<file path="config.mk">
export PLATFORM = sky130hd
export DESIGN_NAME = bdc_seq
export DESIGN_NICKNAME = d
export VERILOG_FILES = /design/src/shared/bdc_pkg.sv /design/src/core/bdc_seq.sv
export SDC_FILE = /design/constraint.sdc
export NUM_CORES = 2
export LEC_CHECK = 0
export BUFFER_PORTS_ARGS = -buffer_cell sky130_fd_sc_hd__buf_2
export CORE_UTILIZATION = 50
export DETAILED_ROUTE_END_ITERATION = 16
export PLACE_DENSITY_LB_ADDON = 0.3
export SLEW_MARGIN = 10
export SYNTH_ARGS = -nofsm -noshare
export SYNTH_HDL_FRONTEND = slang
export SYNTH_SLANG_ARGS = --single-unit
</file>
<file path="constraint.sdc">
create_clock -name aclk -period 52.6 [get_ports aclk]
set_clock_uncertainty 0.1 [all_clocks]
set_input_delay 5.26 -clock aclk [delete_from_list [all_inputs] [get_ports aclk]]
set_output_delay 5.26 -clock aclk [all_outputs]
set_load 0.01 [all_outputs]
</file>
<file path="src/shared/bdc_pkg.sv">
/*
  Shared constants and types of the built-in drive check sequencer:
  register map, field layouts, test codes, result codes and timing.
  Assumes a 25 MHz register clock and a 32-bit AXI4-Lite bus.
*/
package bdc_pkg;

  // ----------------------------------------------------------------
  // Register map (byte addresses)
  // ----------------------------------------------------------------
  localparam int ADDR_W = 8;
  localparam logic [7:0] REG_CMD = 8'h00;
  localparam logic [7:0] REG_STATUS = 8'h04;
  localparam logic [7:0] REG_IRQ_STAT = 8'h08;
  localparam logic [7:0] REG_IRQ_MASK = 8'h0c;
  localparam logic [7:0] REG_EXT_DUR = 8'h10;
  localparam logic [7:0] REG_LOG_SEL = 8'h14;
  localparam logic [7:0] REG_LOG_A = 8'h18;
  localparam logic [7:0] REG_LOG_B = 8'h1c;
  localparam logic [7:0] REG_LOG_LBA = 8'h20;

  // ----------------------------------------------------------------
  // Command field and codes
  // ----------------------------------------------------------------
  localparam int CODE_LSB = 5;
  localparam int CODE_MSB = 7;
  localparam logic [2:0] CODE_SHORT = 3'h1;
  localparam logic [2:0] CODE_EXT = 3'h2;
  localparam logic [2:0] CODE_ABORT = 3'h4;

  // ----------------------------------------------------------------
  // Results log and outcome values
  // ----------------------------------------------------------------
  localparam int LOG_DEPTH = 20;
  localparam logic [4:0] LOG_LAST = 5'h13;
  localparam logic [3:0] RES_PASS = 4'h0;
  localparam logic [3:0] RES_ABORT_APP = 4'h1;
  localparam logic [3:0] RES_RESET = 4'h2;
  localparam logic [3:0] RES_FAIL_BASE = 4'h5;
  localparam logic [3:0] RES_RUNNING = 4'hf;

  // Segments run in this order
  localparam logic [1:0] SEG_ELEC = 2'h0;
  localparam logic [1:0] SEG_SERVO = 2'h1;
  localparam logic [1:0] SEG_SCAN = 2'h2;

  // Not-ready sense: key 02, ASC 04, ASCQ 00 or 03
  localparam logic [3:0] NR_KEY = 4'h2;
  localparam logic [7:0] NR_ASC = 8'h04;
  localparam logic [7:0] NR_ASCQ_CAUSE = 8'h00;
  localparam logic [7:0] NR_ASCQ_TABLES = 8'h03;

  // Interrupt bits
  localparam int IRQ_W = 5;
  localparam int IRQ_PASS = 0;
  localparam int IRQ_FAIL = 1;
  localparam int IRQ_ABORT = 2;
  localparam int IRQ_REFUSED = 3;
  localparam int IRQ_NOT_READY = 4;

  // Extended test duration in minutes, reported to the host
  localparam logic [15:0] EXT_DUR_MIN = 16'h003c;

  // Short test time limit
  localparam longint CLK_HZ = 25_000_000;
  localparam longint SHORT_LIMIT_S = 120;
  localparam longint SHORT_LIMIT_CYC = SHORT_LIMIT_S * CLK_HZ;

  // AXI responses
  localparam logic [1:0] RESP_OKAY = 2'h0;
  localparam logic [1:0] RESP_DECERR = 2'h3;

  // Failure description from the segment engine
  typedef struct packed {
    logic [3:0] key;
    logic [7:0] asc;
    logic [7:0] ascq;
    logic [7:0] fru;
    logic lba_vld;
    logic [31:0] lba;
  } bdc_fail_t;

  // One result block of the log
  typedef struct packed {
    logic [2:0] code;
    logic [3:0] result;
    bdc_fail_t fail;
  } bdc_entry_t;

endpackage : bdc_pkg

</file>
<file path="src/core/bdc_seq.sv">
/*
  Built-in drive check sequencer: AXI4-Lite register slave, readiness
  check, three-segment test run, 20-deep results log, abort handling.
  Assumes a segment engine that runs one segment per go pulse and an
  external store that saves the log on each nv_store pulse.
*/

module bdc_seq #(
  parameter longint SHORT_LIMIT = bdc_pkg::SHORT_LIMIT_CYC
) (
  input wire logic aclk,
  input wire logic aresetn,
  input wire logic ce,
  input wire logic [bdc_pkg::ADDR_W-1:0] s_axi_awaddr,
  input wire logic s_axi_awvalid,
  output logic s_axi_awready,
  input wire logic [31:0] s_axi_wdata,
  input wire logic [3:0] s_axi_wstrb,
  input wire logic s_axi_wvalid,
  output logic s_axi_wready,
  output logic [1:0] s_axi_bresp,
  output logic s_axi_bvalid,
  input wire logic s_axi_bready,
  input wire logic [bdc_pkg::ADDR_W-1:0] s_axi_araddr,
  input wire logic s_axi_arvalid,
  output logic s_axi_arready,
  output logic [31:0] s_axi_rdata,
  output logic [1:0] s_axi_rresp,
  output logic s_axi_rvalid,
  input wire logic s_axi_rready,
  input wire logic motor_spin_ok,
  input wire logic motor_locked,
  input wire logic servo_locked,
  input wire logic tables_ok,
  input wire logic bus_reset,
  input wire logic bus_dev_reset,
  output logic seg_go,
  output logic [1:0] seg_sel,
  output logic seg_full,
  output logic seg_halt,
  input wire logic seg_done,
  input wire logic seg_fault,
  input wire logic seg_retries_out,
  input wire bdc_pkg::bdc_fail_t seg_fail,
  output logic nv_store,
  output bdc_pkg::bdc_entry_t nv_entry,
  output logic irq
);
  import bdc_pkg::*;

  typedef enum logic [0:0] {ST_IDLE, ST_RUN} bdc_state_t;

  // Mapped-address check, shared by read and write paths
  function automatic logic bdc_mapped(input logic [ADDR_W-1:0] a);
    return (a == REG_CMD) || (a == REG_STATUS) || (a == REG_IRQ_STAT) ||
           (a == REG_IRQ_MASK) || (a == REG_EXT_DUR) || (a == REG_LOG_SEL) ||
           (a == REG_LOG_A) || (a == REG_LOG_B) || (a == REG_LOG_LBA);
  endfunction : bdc_mapped

  // ----------------------------------------------------------------
  // State
  // ----------------------------------------------------------------
  bdc_state_t state_r;
  logic [ADDR_W-1:0] aw_addr_r;
  logic aw_hold_r;
  logic [31:0] w_data_r;
  logic w_strb0_r;
  logic w_hold_r;
  logic bvalid_r;
  logic [1:0] bresp_r;
  logic rvalid_r;
  logic [31:0] rdata_r;
  logic [1:0] rresp_r;
  logic [IRQ_W-1:0] irq_stat_r;
  logic [IRQ_W-1:0] irq_mask_r;
  logic [4:0] log_sel_r;
  logic [4:0] log_cnt_r;
  logic [2:0] last_code_r;
  logic [1:0] seg_idx_r;
  logic seg_issued_r;
  logic [31:0] timer_r;
  logic short_r;
  logic ready_q_r;
  logic seg_go_r;
  logic seg_halt_r;
  logic nv_store_r;
  bdc_entry_t log_r [LOG_DEPTH];

  // ----------------------------------------------------------------
  // Readiness and not-ready sense
  // ----------------------------------------------------------------
  wire logic nr_motor = !motor_spin_ok || !motor_locked;
  wire logic nr_servo = !servo_locked;
  wire logic nr_tables = !tables_ok;
  wire logic [3:0] nr_cause = {nr_tables, nr_servo, !motor_locked, !motor_spin_ok};
  wire logic ready = !nr_motor && !nr_servo && !nr_tables;
  // Table faults report 04/03, mechanical faults 04/00
  wire logic [7:0] nr_ascq = nr_tables ? NR_ASCQ_TABLES : NR_ASCQ_CAUSE;
  wire logic [3:0] tur_key = ready ? 4'h0 : NR_KEY;
  wire logic [7:0] tur_asc = ready ? 8'h00 : NR_ASC;
  wire logic [7:0] tur_ascq = ready ? 8'h00 : nr_ascq;

  // ----------------------------------------------------------------
  // AXI write path
  // ----------------------------------------------------------------
  wire logic aw_take = ce && s_axi_awvalid && s_axi_awready;
  wire logic w_take = ce && s_axi_wvalid && s_axi_wready;
  wire logic wr_go = ce && aw_hold_r && w_hold_r && !bvalid_r;
  wire logic wr_ok = wr_go && bdc_mapped(aw_addr_r) && w_strb0_r;
  wire logic wr_cmd = wr_ok && (aw_addr_r == REG_CMD);
  wire logic wr_mask = wr_ok && (aw_addr_r == REG_IRQ_MASK);
  wire logic wr_sel = wr_ok && (aw_addr_r == REG_LOG_SEL);
  wire logic [2:0] cmd_code = w_data_r[CODE_MSB:CODE_LSB];

  // Each write channel waits until its own word has been used
  assign s_axi_awready = !aw_hold_r;
  assign s_axi_wready = !w_hold_r;
  assign s_axi_bvalid = bvalid_r;
  assign s_axi_bresp = bresp_r;

  always_ff @(posedge aclk) begin
    if (!aresetn) begin
      aw_hold_r <= 1'b0;
      aw_addr_r <= '0;
      w_hold_r <= 1'b0;
      w_data_r <= '0;
      w_strb0_r <= 1'b0;
      bvalid_r <= 1'b0;
      bresp_r <= RESP_OKAY;
    end else if (ce) begin
      if (aw_take) begin
        aw_hold_r <= 1'b1;
        aw_addr_r <= s_axi_awaddr;
      end else if (wr_go) begin
        aw_hold_r <= 1'b0;
      end
      if (w_take) begin
        w_hold_r <= 1'b1;
        w_data_r <= s_axi_wdata;
        w_strb0_r <= s_axi_wstrb[0];
      end else if (wr_go) begin
        w_hold_r <= 1'b0;
      end
      if (wr_go) begin
        bvalid_r <= 1'b1;
        bresp_r <= bdc_mapped(aw_addr_r) ? RESP_OKAY : RESP_DECERR;
      end else if (s_axi_bready) begin
        bvalid_r <= 1'b0;
      end
    end
  end

  // ----------------------------------------------------------------
  // Command decode and test sequencing
  // ----------------------------------------------------------------
  wire logic idle = (state_r == ST_IDLE);
  wire logic run = (state_r == ST_RUN);
  wire logic is_test = (cmd_code == CODE_SHORT) || (cmd_code == CODE_EXT);
  wire logic start = wr_cmd && idle && is_test && ready;
  wire logic refused = wr_cmd && !start && !(run && cmd_code == CODE_ABORT);
  wire logic abort_app = run && wr_cmd && (cmd_code == CODE_ABORT);
  wire logic abort_rst = run && (bus_reset || bus_dev_reset);
  wire logic time_up = run && short_r && (timer_r >= 32'(SHORT_LIMIT - 1));
  // Recovered errors never end a test
  wire logic hard_err = seg_done && seg_fault && seg_retries_out;
  wire logic seg_end = run && seg_issued_r && seg_done && !abort_app && !abort_rst;
  wire logic fail_end = seg_end && hard_err;
  wire logic pass_end = (seg_end && !hard_err && seg_idx_r == SEG_SCAN) ||
                        (time_up && !seg_end && !abort_app && !abort_rst);
  wire logic finish = abort_app || abort_rst || fail_end || pass_end;

  // Outcome chosen by priority: app abort, reset abort, fault, pass
  wire logic [3:0] res_nxt = abort_app ? RES_ABORT_APP :
                             abort_rst ? RES_RESET :
                             fail_end ? 4'(RES_FAIL_BASE + 4'(seg_idx_r)) :
                             RES_PASS;

  assign seg_go = seg_go_r;
  assign seg_sel = seg_idx_r;
  assign seg_full = !short_r;
  assign seg_halt = seg_halt_r;

  always_ff @(posedge aclk) begin
    if (!aresetn) begin
      state_r <= ST_IDLE;
      seg_idx_r <= SEG_ELEC;
      seg_issued_r <= 1'b0;
      seg_go_r <= 1'b0;
      seg_halt_r <= 1'b0;
      short_r <= 1'b0;
      timer_r <= '0;
      last_code_r <= '0;
    end else if (ce) begin
      seg_go_r <= 1'b0;
      seg_halt_r <= 1'b0;
      if (start) begin
        state_r <= ST_RUN;
        seg_idx_r <= SEG_ELEC;
        seg_issued_r <= 1'b0;
        short_r <= (cmd_code == CODE_SHORT);
        timer_r <= '0;
        last_code_r <= cmd_code;
      end else if (finish) begin
        state_r <= ST_IDLE;
        seg_halt_r <= !seg_end;
      end else if (run) begin
        timer_r <= timer_r + 32'h1;
        if (!seg_issued_r) begin
          seg_go_r <= 1'b1;
          seg_issued_r <= 1'b1;
        end else if (seg_end) begin
          seg_idx_r <= seg_idx_r + 2'h1;
          seg_issued_r <= 1'b0;
        end
      end
    end
  end

  // ----------------------------------------------------------------
  // Results log: entry 0 is the newest block
  // ----------------------------------------------------------------
  bdc_entry_t new_entry;
  assign new_entry = '{code: cmd_code, result: RES_RUNNING, fail: '0};

  always_ff @(posedge aclk) begin
    if (!aresetn) begin
      log_r[0] <= '0;
    end else if (ce) begin
      if (start) begin
        log_r[0] <= new_entry;
      end else if (finish) begin
        log_r[0].result <= res_nxt;
        if (fail_end) begin
          log_r[0].fail <= seg_fail;
        end
      end
    end
  end

  // Older blocks slide back; the last one falls off the end
  for (genvar i = 1; i < LOG_DEPTH; i++) begin : g_log
    always_ff @(posedge aclk) begin
      if (!aresetn) begin
        log_r[i] <= '0;
      end else if (ce && start) begin
        log_r[i] <= log_r[i-1];
      end
    end
  end

  // Count saturates at the log depth
  always_ff @(posedge aclk) begin
    if (!aresetn) begin
      log_cnt_r <= '0;
      nv_store_r <= 1'b0;
    end else if (ce) begin
      nv_store_r <= start || finish;
      if (start && log_cnt_r != 5'(LOG_DEPTH)) begin
        log_cnt_r <= log_cnt_r + 5'h1;
      end
    end
  end

  // Store pulse rises on the same edge that changes the front block
  assign nv_store = nv_store_r;
  assign nv_entry = log_r[0];

  // ----------------------------------------------------------------
  // Interrupts
  // ----------------------------------------------------------------
  wire logic rd_take = ce && s_axi_arvalid && s_axi_arready;
  wire logic rd_irq = rd_take && (s_axi_araddr == REG_IRQ_STAT);
  wire logic nr_rise = ready_q_r && !ready;
  wire logic [IRQ_W-1:0] irq_set = {nr_rise, refused, abort_app || abort_rst,
                                    fail_end, pass_end};

  always_ff @(posedge aclk) begin
    if (!aresetn) begin
      irq_stat_r <= '0;
      irq_mask_r <= '0;
      ready_q_r <= 1'b0;
    end else if (ce) begin
      ready_q_r <= ready;
      // New events win over the clear by read
      irq_stat_r <= (rd_irq ? '0 : irq_stat_r) | irq_set;
      if (wr_mask) begin
        irq_mask_r <= w_data_r[IRQ_W-1:0];
      end
    end
  end

  assign irq = |(irq_stat_r & irq_mask_r);

  // ----------------------------------------------------------------
  // Log view select and AXI read path
  // ----------------------------------------------------------------
  always_ff @(posedge aclk) begin
    if (!aresetn) begin
      log_sel_r <= '0;
    end else if (ce && wr_sel) begin
      log_sel_r <= (w_data_r[4:0] > LOG_LAST) ? LOG_LAST : w_data_r[4:0];
    end
  end

  bdc_entry_t view;
  assign view = log_r[log_sel_r];

  wire logic [31:0] rd_status = {4'h0, tur_key, tur_ascq, tur_asc, nr_cause, ready,
                                 seg_idx_r, run};
  wire logic [31:0] rd_log_a = {view.fail.ascq, view.fail.asc, 4'h0, view.fail.key,
                                view.result, 1'b0, view.code};
  wire logic [31:0] rd_log_b = {11'h0, log_cnt_r, 7'h0, view.fail.lba_vld,
                                view.fail.fru};
  wire logic [31:0] rd_mux =
      (s_axi_araddr == REG_CMD) ? {24'h0, last_code_r, 5'h0} :
      (s_axi_araddr == REG_STATUS) ? rd_status :
      (s_axi_araddr == REG_IRQ_STAT) ? {27'h0, irq_stat_r} :
      (s_axi_araddr == REG_IRQ_MASK) ? {27'h0, irq_mask_r} :
      (s_axi_araddr == REG_EXT_DUR) ? {16'h0, EXT_DUR_MIN} :
      (s_axi_araddr == REG_LOG_SEL) ? {27'h0, log_sel_r} :
      (s_axi_araddr == REG_LOG_A) ? rd_log_a :
      (s_axi_araddr == REG_LOG_B) ? rd_log_b :
      (s_axi_araddr == REG_LOG_LBA) ? view.fail.lba : 32'h0;

  assign s_axi_arready = !rvalid_r;
  assign s_axi_rvalid = rvalid_r;
  assign s_axi_rdata = rdata_r;
  assign s_axi_rresp = rresp_r;

  always_ff @(posedge aclk) begin
    if (!aresetn) begin
      rvalid_r <= 1'b0;
      rdata_r <= '0;
      rresp_r <= RESP_OKAY;
    end else if (ce) begin
      if (rd_take) begin
        rvalid_r <= 1'b1;
        rdata_r <= rd_mux;
        rresp_r <= bdc_mapped(s_axi_araddr) ? RESP_OKAY : RESP_DECERR;
      end else if (s_axi_rready) begin
        rvalid_r <= 1'b0;
      end
    end
  end

endmodule : bdc_seq

</file>
* Word level (Yosys, flattened, before mapping)
Memories as Yosys holds them, arrays and structs flattened. A register that Yosys moved wholly into a read port is not among the register bits. Cells that the tools add are included.
Operators by class: reduce and logical (&&, ||, !) cells 110, equality and inequality tests 22, add/sub/neg operators 4, $lt $le $gt $ge 2, bitwise operators 25, mux-type cells 91
Operator list (number):
- $mux 68 | 20
- $mux 32 | 12
- $eq 8x5->1 const B | 8
- $mux 61 | 1
- $logic_and 1x1->1 | 44
- $mux 1 | 39
- $add 32x1->32 const B | 1
- $eq 8x4->1 const B | 4
- $ge 32x32->1 const B | 1
- $logic_or 1x1->1 | 24
- $reduce_and 2->1 | 12
- $or 1x1->1 | 22
- $mux 2 | 10
- $mux 5 | 4
- $logic_not 1->1 | 17
- $eq 8x3->1 const B | 2
- $eq 8x6->1 const B | 2
- $logic_not 8->1 | 2
- $mux 4 | 4
- $reduce_bool 2->1 | 8
- $add 5x1->5 const B | 1
- $and 5x5->5 | 1
- $gt 5x5->1 const B | 1
- $ne 5x5->1 const B | 1
- 13 further kinds | 13
Word-level totals: input port bits 130, memories kept 1, logic and storage cells 279, bits in registers 121, output and inout bits 116, RAM bits 1360
Memories:
- log_r | depth 20, bits a word 68, rd ports 20, clocked after Yosys merged registers in 1, write ports 20, RTL line bdc_seq.sv:87 | bdc_entry_t log_r [LOG_DEPTH];

* Longest topological paths before layout
depth after elaboration 29, depth in mapped cells 12, depth with buffers taken out 8

* Least setup slack after synthesis
Ideal clock, no wire load.
path kind input port to flip-flop, start point in ce, end point mem log_r[0][65] (netlist name) (enable), required time 50.333 ns, arrival time 41.592 ns, buffers on the path 3, stages 8, slack 8.741 ns, setup time 2.167 ns, cells stage by stage buf_2 -> nand4b_1 -> nor4_4 -> nand2_1 -> and2_1 -> clkbuf_1 -> inv_1 -> clkbuf_1
RTL lines:
- start: declaration | RTL line bdc_seq.sv:13 | input wire logic ce,
- end: declaration | RTL line bdc_seq.sv:87

==> metrics.txt <==
register area share after synthesis ~65%; Syn Area/Cell about 15 sq um; minimum clock period approximately 10 ns; clock sinks 1,484; wire per inst ~22 um; gr ovfl total 0; post-synth cell types slightly above 70; root buffer cell clkbuf_16; # Max-Cap Violations 0; worst min-delay path category flop to flop; Synth Flop Type edfxtp_1; Synth Instances around 4,400; total negative slack 0 ns; CTS max path bufs 3; RD Place Congestion about 0.87; Max Slew Vio Count 0; DRC errors left 0; final hold violations 0; Post-DP Area between 60,000 and 70,000 sq um; Skew-Pair Late Insertion Delay about 0.8 ns; Post-DRT Antenna Nets 0; overall power between 2 and 2.5 mW; Overall Global Routing Usage between 20% and 30%; Ys Warns 0; vias 36,820; top cell types by occurrence after synthesis and2_1, edfxtp_1, mux4_2, clkbuf_1, dfxtp_1; Yosys top cell area share a little over 60%; initial drt markers between 3,000 and 4,000; crit-path max FO 183; largest net degree at the start of global routing slightly above 300; CTS Buf Count 160; FFs w/ async S/R, synth 0%; Die Height roughly 370 um; crit path kind input pin to flop; row count 133; count leader, synth and2_1; flop-to-flop setup slack 46.75 ns; core area between 100,000 and 150,000 sq um; Ports 246; Post-synth EDFFs roughly 1,400; WP data arrival around 10 ns; post-synth top area cell edfxtp_1; P&R area growth vs syn 11.46%; RSZ-0062 raised after global routing false; initial antenna violation count 3; routed wire length 142.7 mm; Starting Density between 50% and 60%; Syn Nets 4,531; peak supply drop between 0.02 and 0.03 mV; fmax approximately 99 MHz; vias in the first global route approximately 36,000; # hold bufs at CTS 0; Slew headroom between 20 and 25%; number of H-tree levels 4; synth top area cells edfxtp_1, and2_1, mux4_2, dfxtp_1, mux2i_1; static leakage approximately 26 nW; Buffers on Ports 218; Nets 4,660; Worst-path clk slew roughly 0.060 ns; Die ar. roughly 130,000 sq um; Synth Cell Area 66,470 sq um; Resized Gates After CTS 0; CP endpoint kind flop; Post-DP HPWL 83.90 mm; Worst setup SP type input pin; width of the die around 370 um; Required @ worst endpoint approximately 53 ns; Slew @ Worst Pin roughly 1.2 ns; # setup viols final 0; status finished clean; post-route cell area 74,080 sq um; Initial DRT Pass Iterations 8; post-CTS setup buffer count 0; power per cell area between 30 and 40 nW/um^2; FF+latch count, synth roughly 1,500; Final period util between 10% and 20%; vias per cell between 5 and 6; CTS tree done; share of cells above drive strength 1 18.97%; first-pass GRT wire length roughly 220 mm
[flip-flops by register name (all words and copies together), names as in the netlist, 8 cells and up, named ones only]
register and flops:
aw_addr_r 8, s_axi_rdata 32, timer_r 32, log_r 1360
w_data_r 8
[metal layers]
metal	up-vias	share of wire [%]	global-route usage (%)	routed length [um]
li1	16580	-	-	-
met3	202	7.5	5.052	10730
met4	0	2.6	6.799	3775
met2	1156	44	31.19	63430
met5	-	0	0	0
met1	18880	45	31.70	64790
[cells by family (layout without fill, tap and decap cells)]
| logic type | count (synthesis) | in the layout | synth area share [%] |
|---|---|---|---|
| adder cells (fa/ha/maj) | 5 | 5 | 0.09412 |
| XOR/XNOR | 25 | 25 | 0.3294 |
| buffers and inverters | 343 | 601 | 2.046 |
| multiplexers | 478 | 478 | 13.43 |
| AND/OR/NAND/NOR | 1754 | 1754 | 15.77 |
| flip-flops | 1484 | 1484 | 65.18 |
| AO/OA/AOI/OAI | 306 | 306 | 3.142 |
| other | 1 | 4 | 0.005642 |
[power by group]
| part | leakage (nW) | internal [mW] | switching, mW |
|---|---|---|---|
| clock network | 2.44 | 0.617 | 0.459 |
| logic | 8.88 | 0.0219 | 0.0365 |
| registers | 15.0 | 1.32 | 0.0202 |
| total | 26.4 | 1.96 | 0.516 |
[metrics by stage]
stage,setup WS (ns),util [%],std cells,hold WS (ns)
6_report,42.50,56.28,6412,0.3439
5_1_grt,42.26,56.28,6409,0.3799
4_1_cts,42.70,56.28,6409,0.3447
2_1_floorplan,8.741,-,4396,0.3088
3_3_place_gp,41.92,52.51,6118,0.3342
3_5_place_dp,41.87,52.51,6118,0.3324
[worst paths after layout]
check	cells past startpoint	to	startpoint
hold reg to reg	2	last_code_r[0]	last_code_r[0]
setup reg to reg	7	log_r[7][11]	run
setup / recovery	9	log_r[7][11]	tables_ok
hold / removal	2	last_code_r[0]	last_code_r[0]
[cell type report]
cell class                 count  area, sq um
antenna                        3        7.507
clock buffer                 229         4526
clock inverter                62        426.7
fill                       10210        57550
inverter                      38        150.1
multi-input combinational   2569        21830
sequential                  1484        43340
tap                         1755         2196
timing repair buffer         272         1609
[critical path, cell delays in order]
cell,delay (ns)
buf_2,0.15
nand4_1,0.15
nor4_1,0.69
nand2_1,0.39
and2_1,0.45
inv_8,0.60
buf_12,0.68
buf_12,0.66
buf_4,0.77
[cells in the final DEF, fill, tap and decap left out, drive strengths merged, types with 33 or more instances in the layout]
cell and count:
edfxtp 1360, clkinv 52, buf 272, dfxtp 124, a21oi 64, nand3 38, o21ai 68, mux2 33
nand2 123, nor2 72, mux2i 117, inv 41, and2 1363, mux4 328, clkbuf 229, nor2b 41
Note: power is estimated with default switching activity, not from simulation.
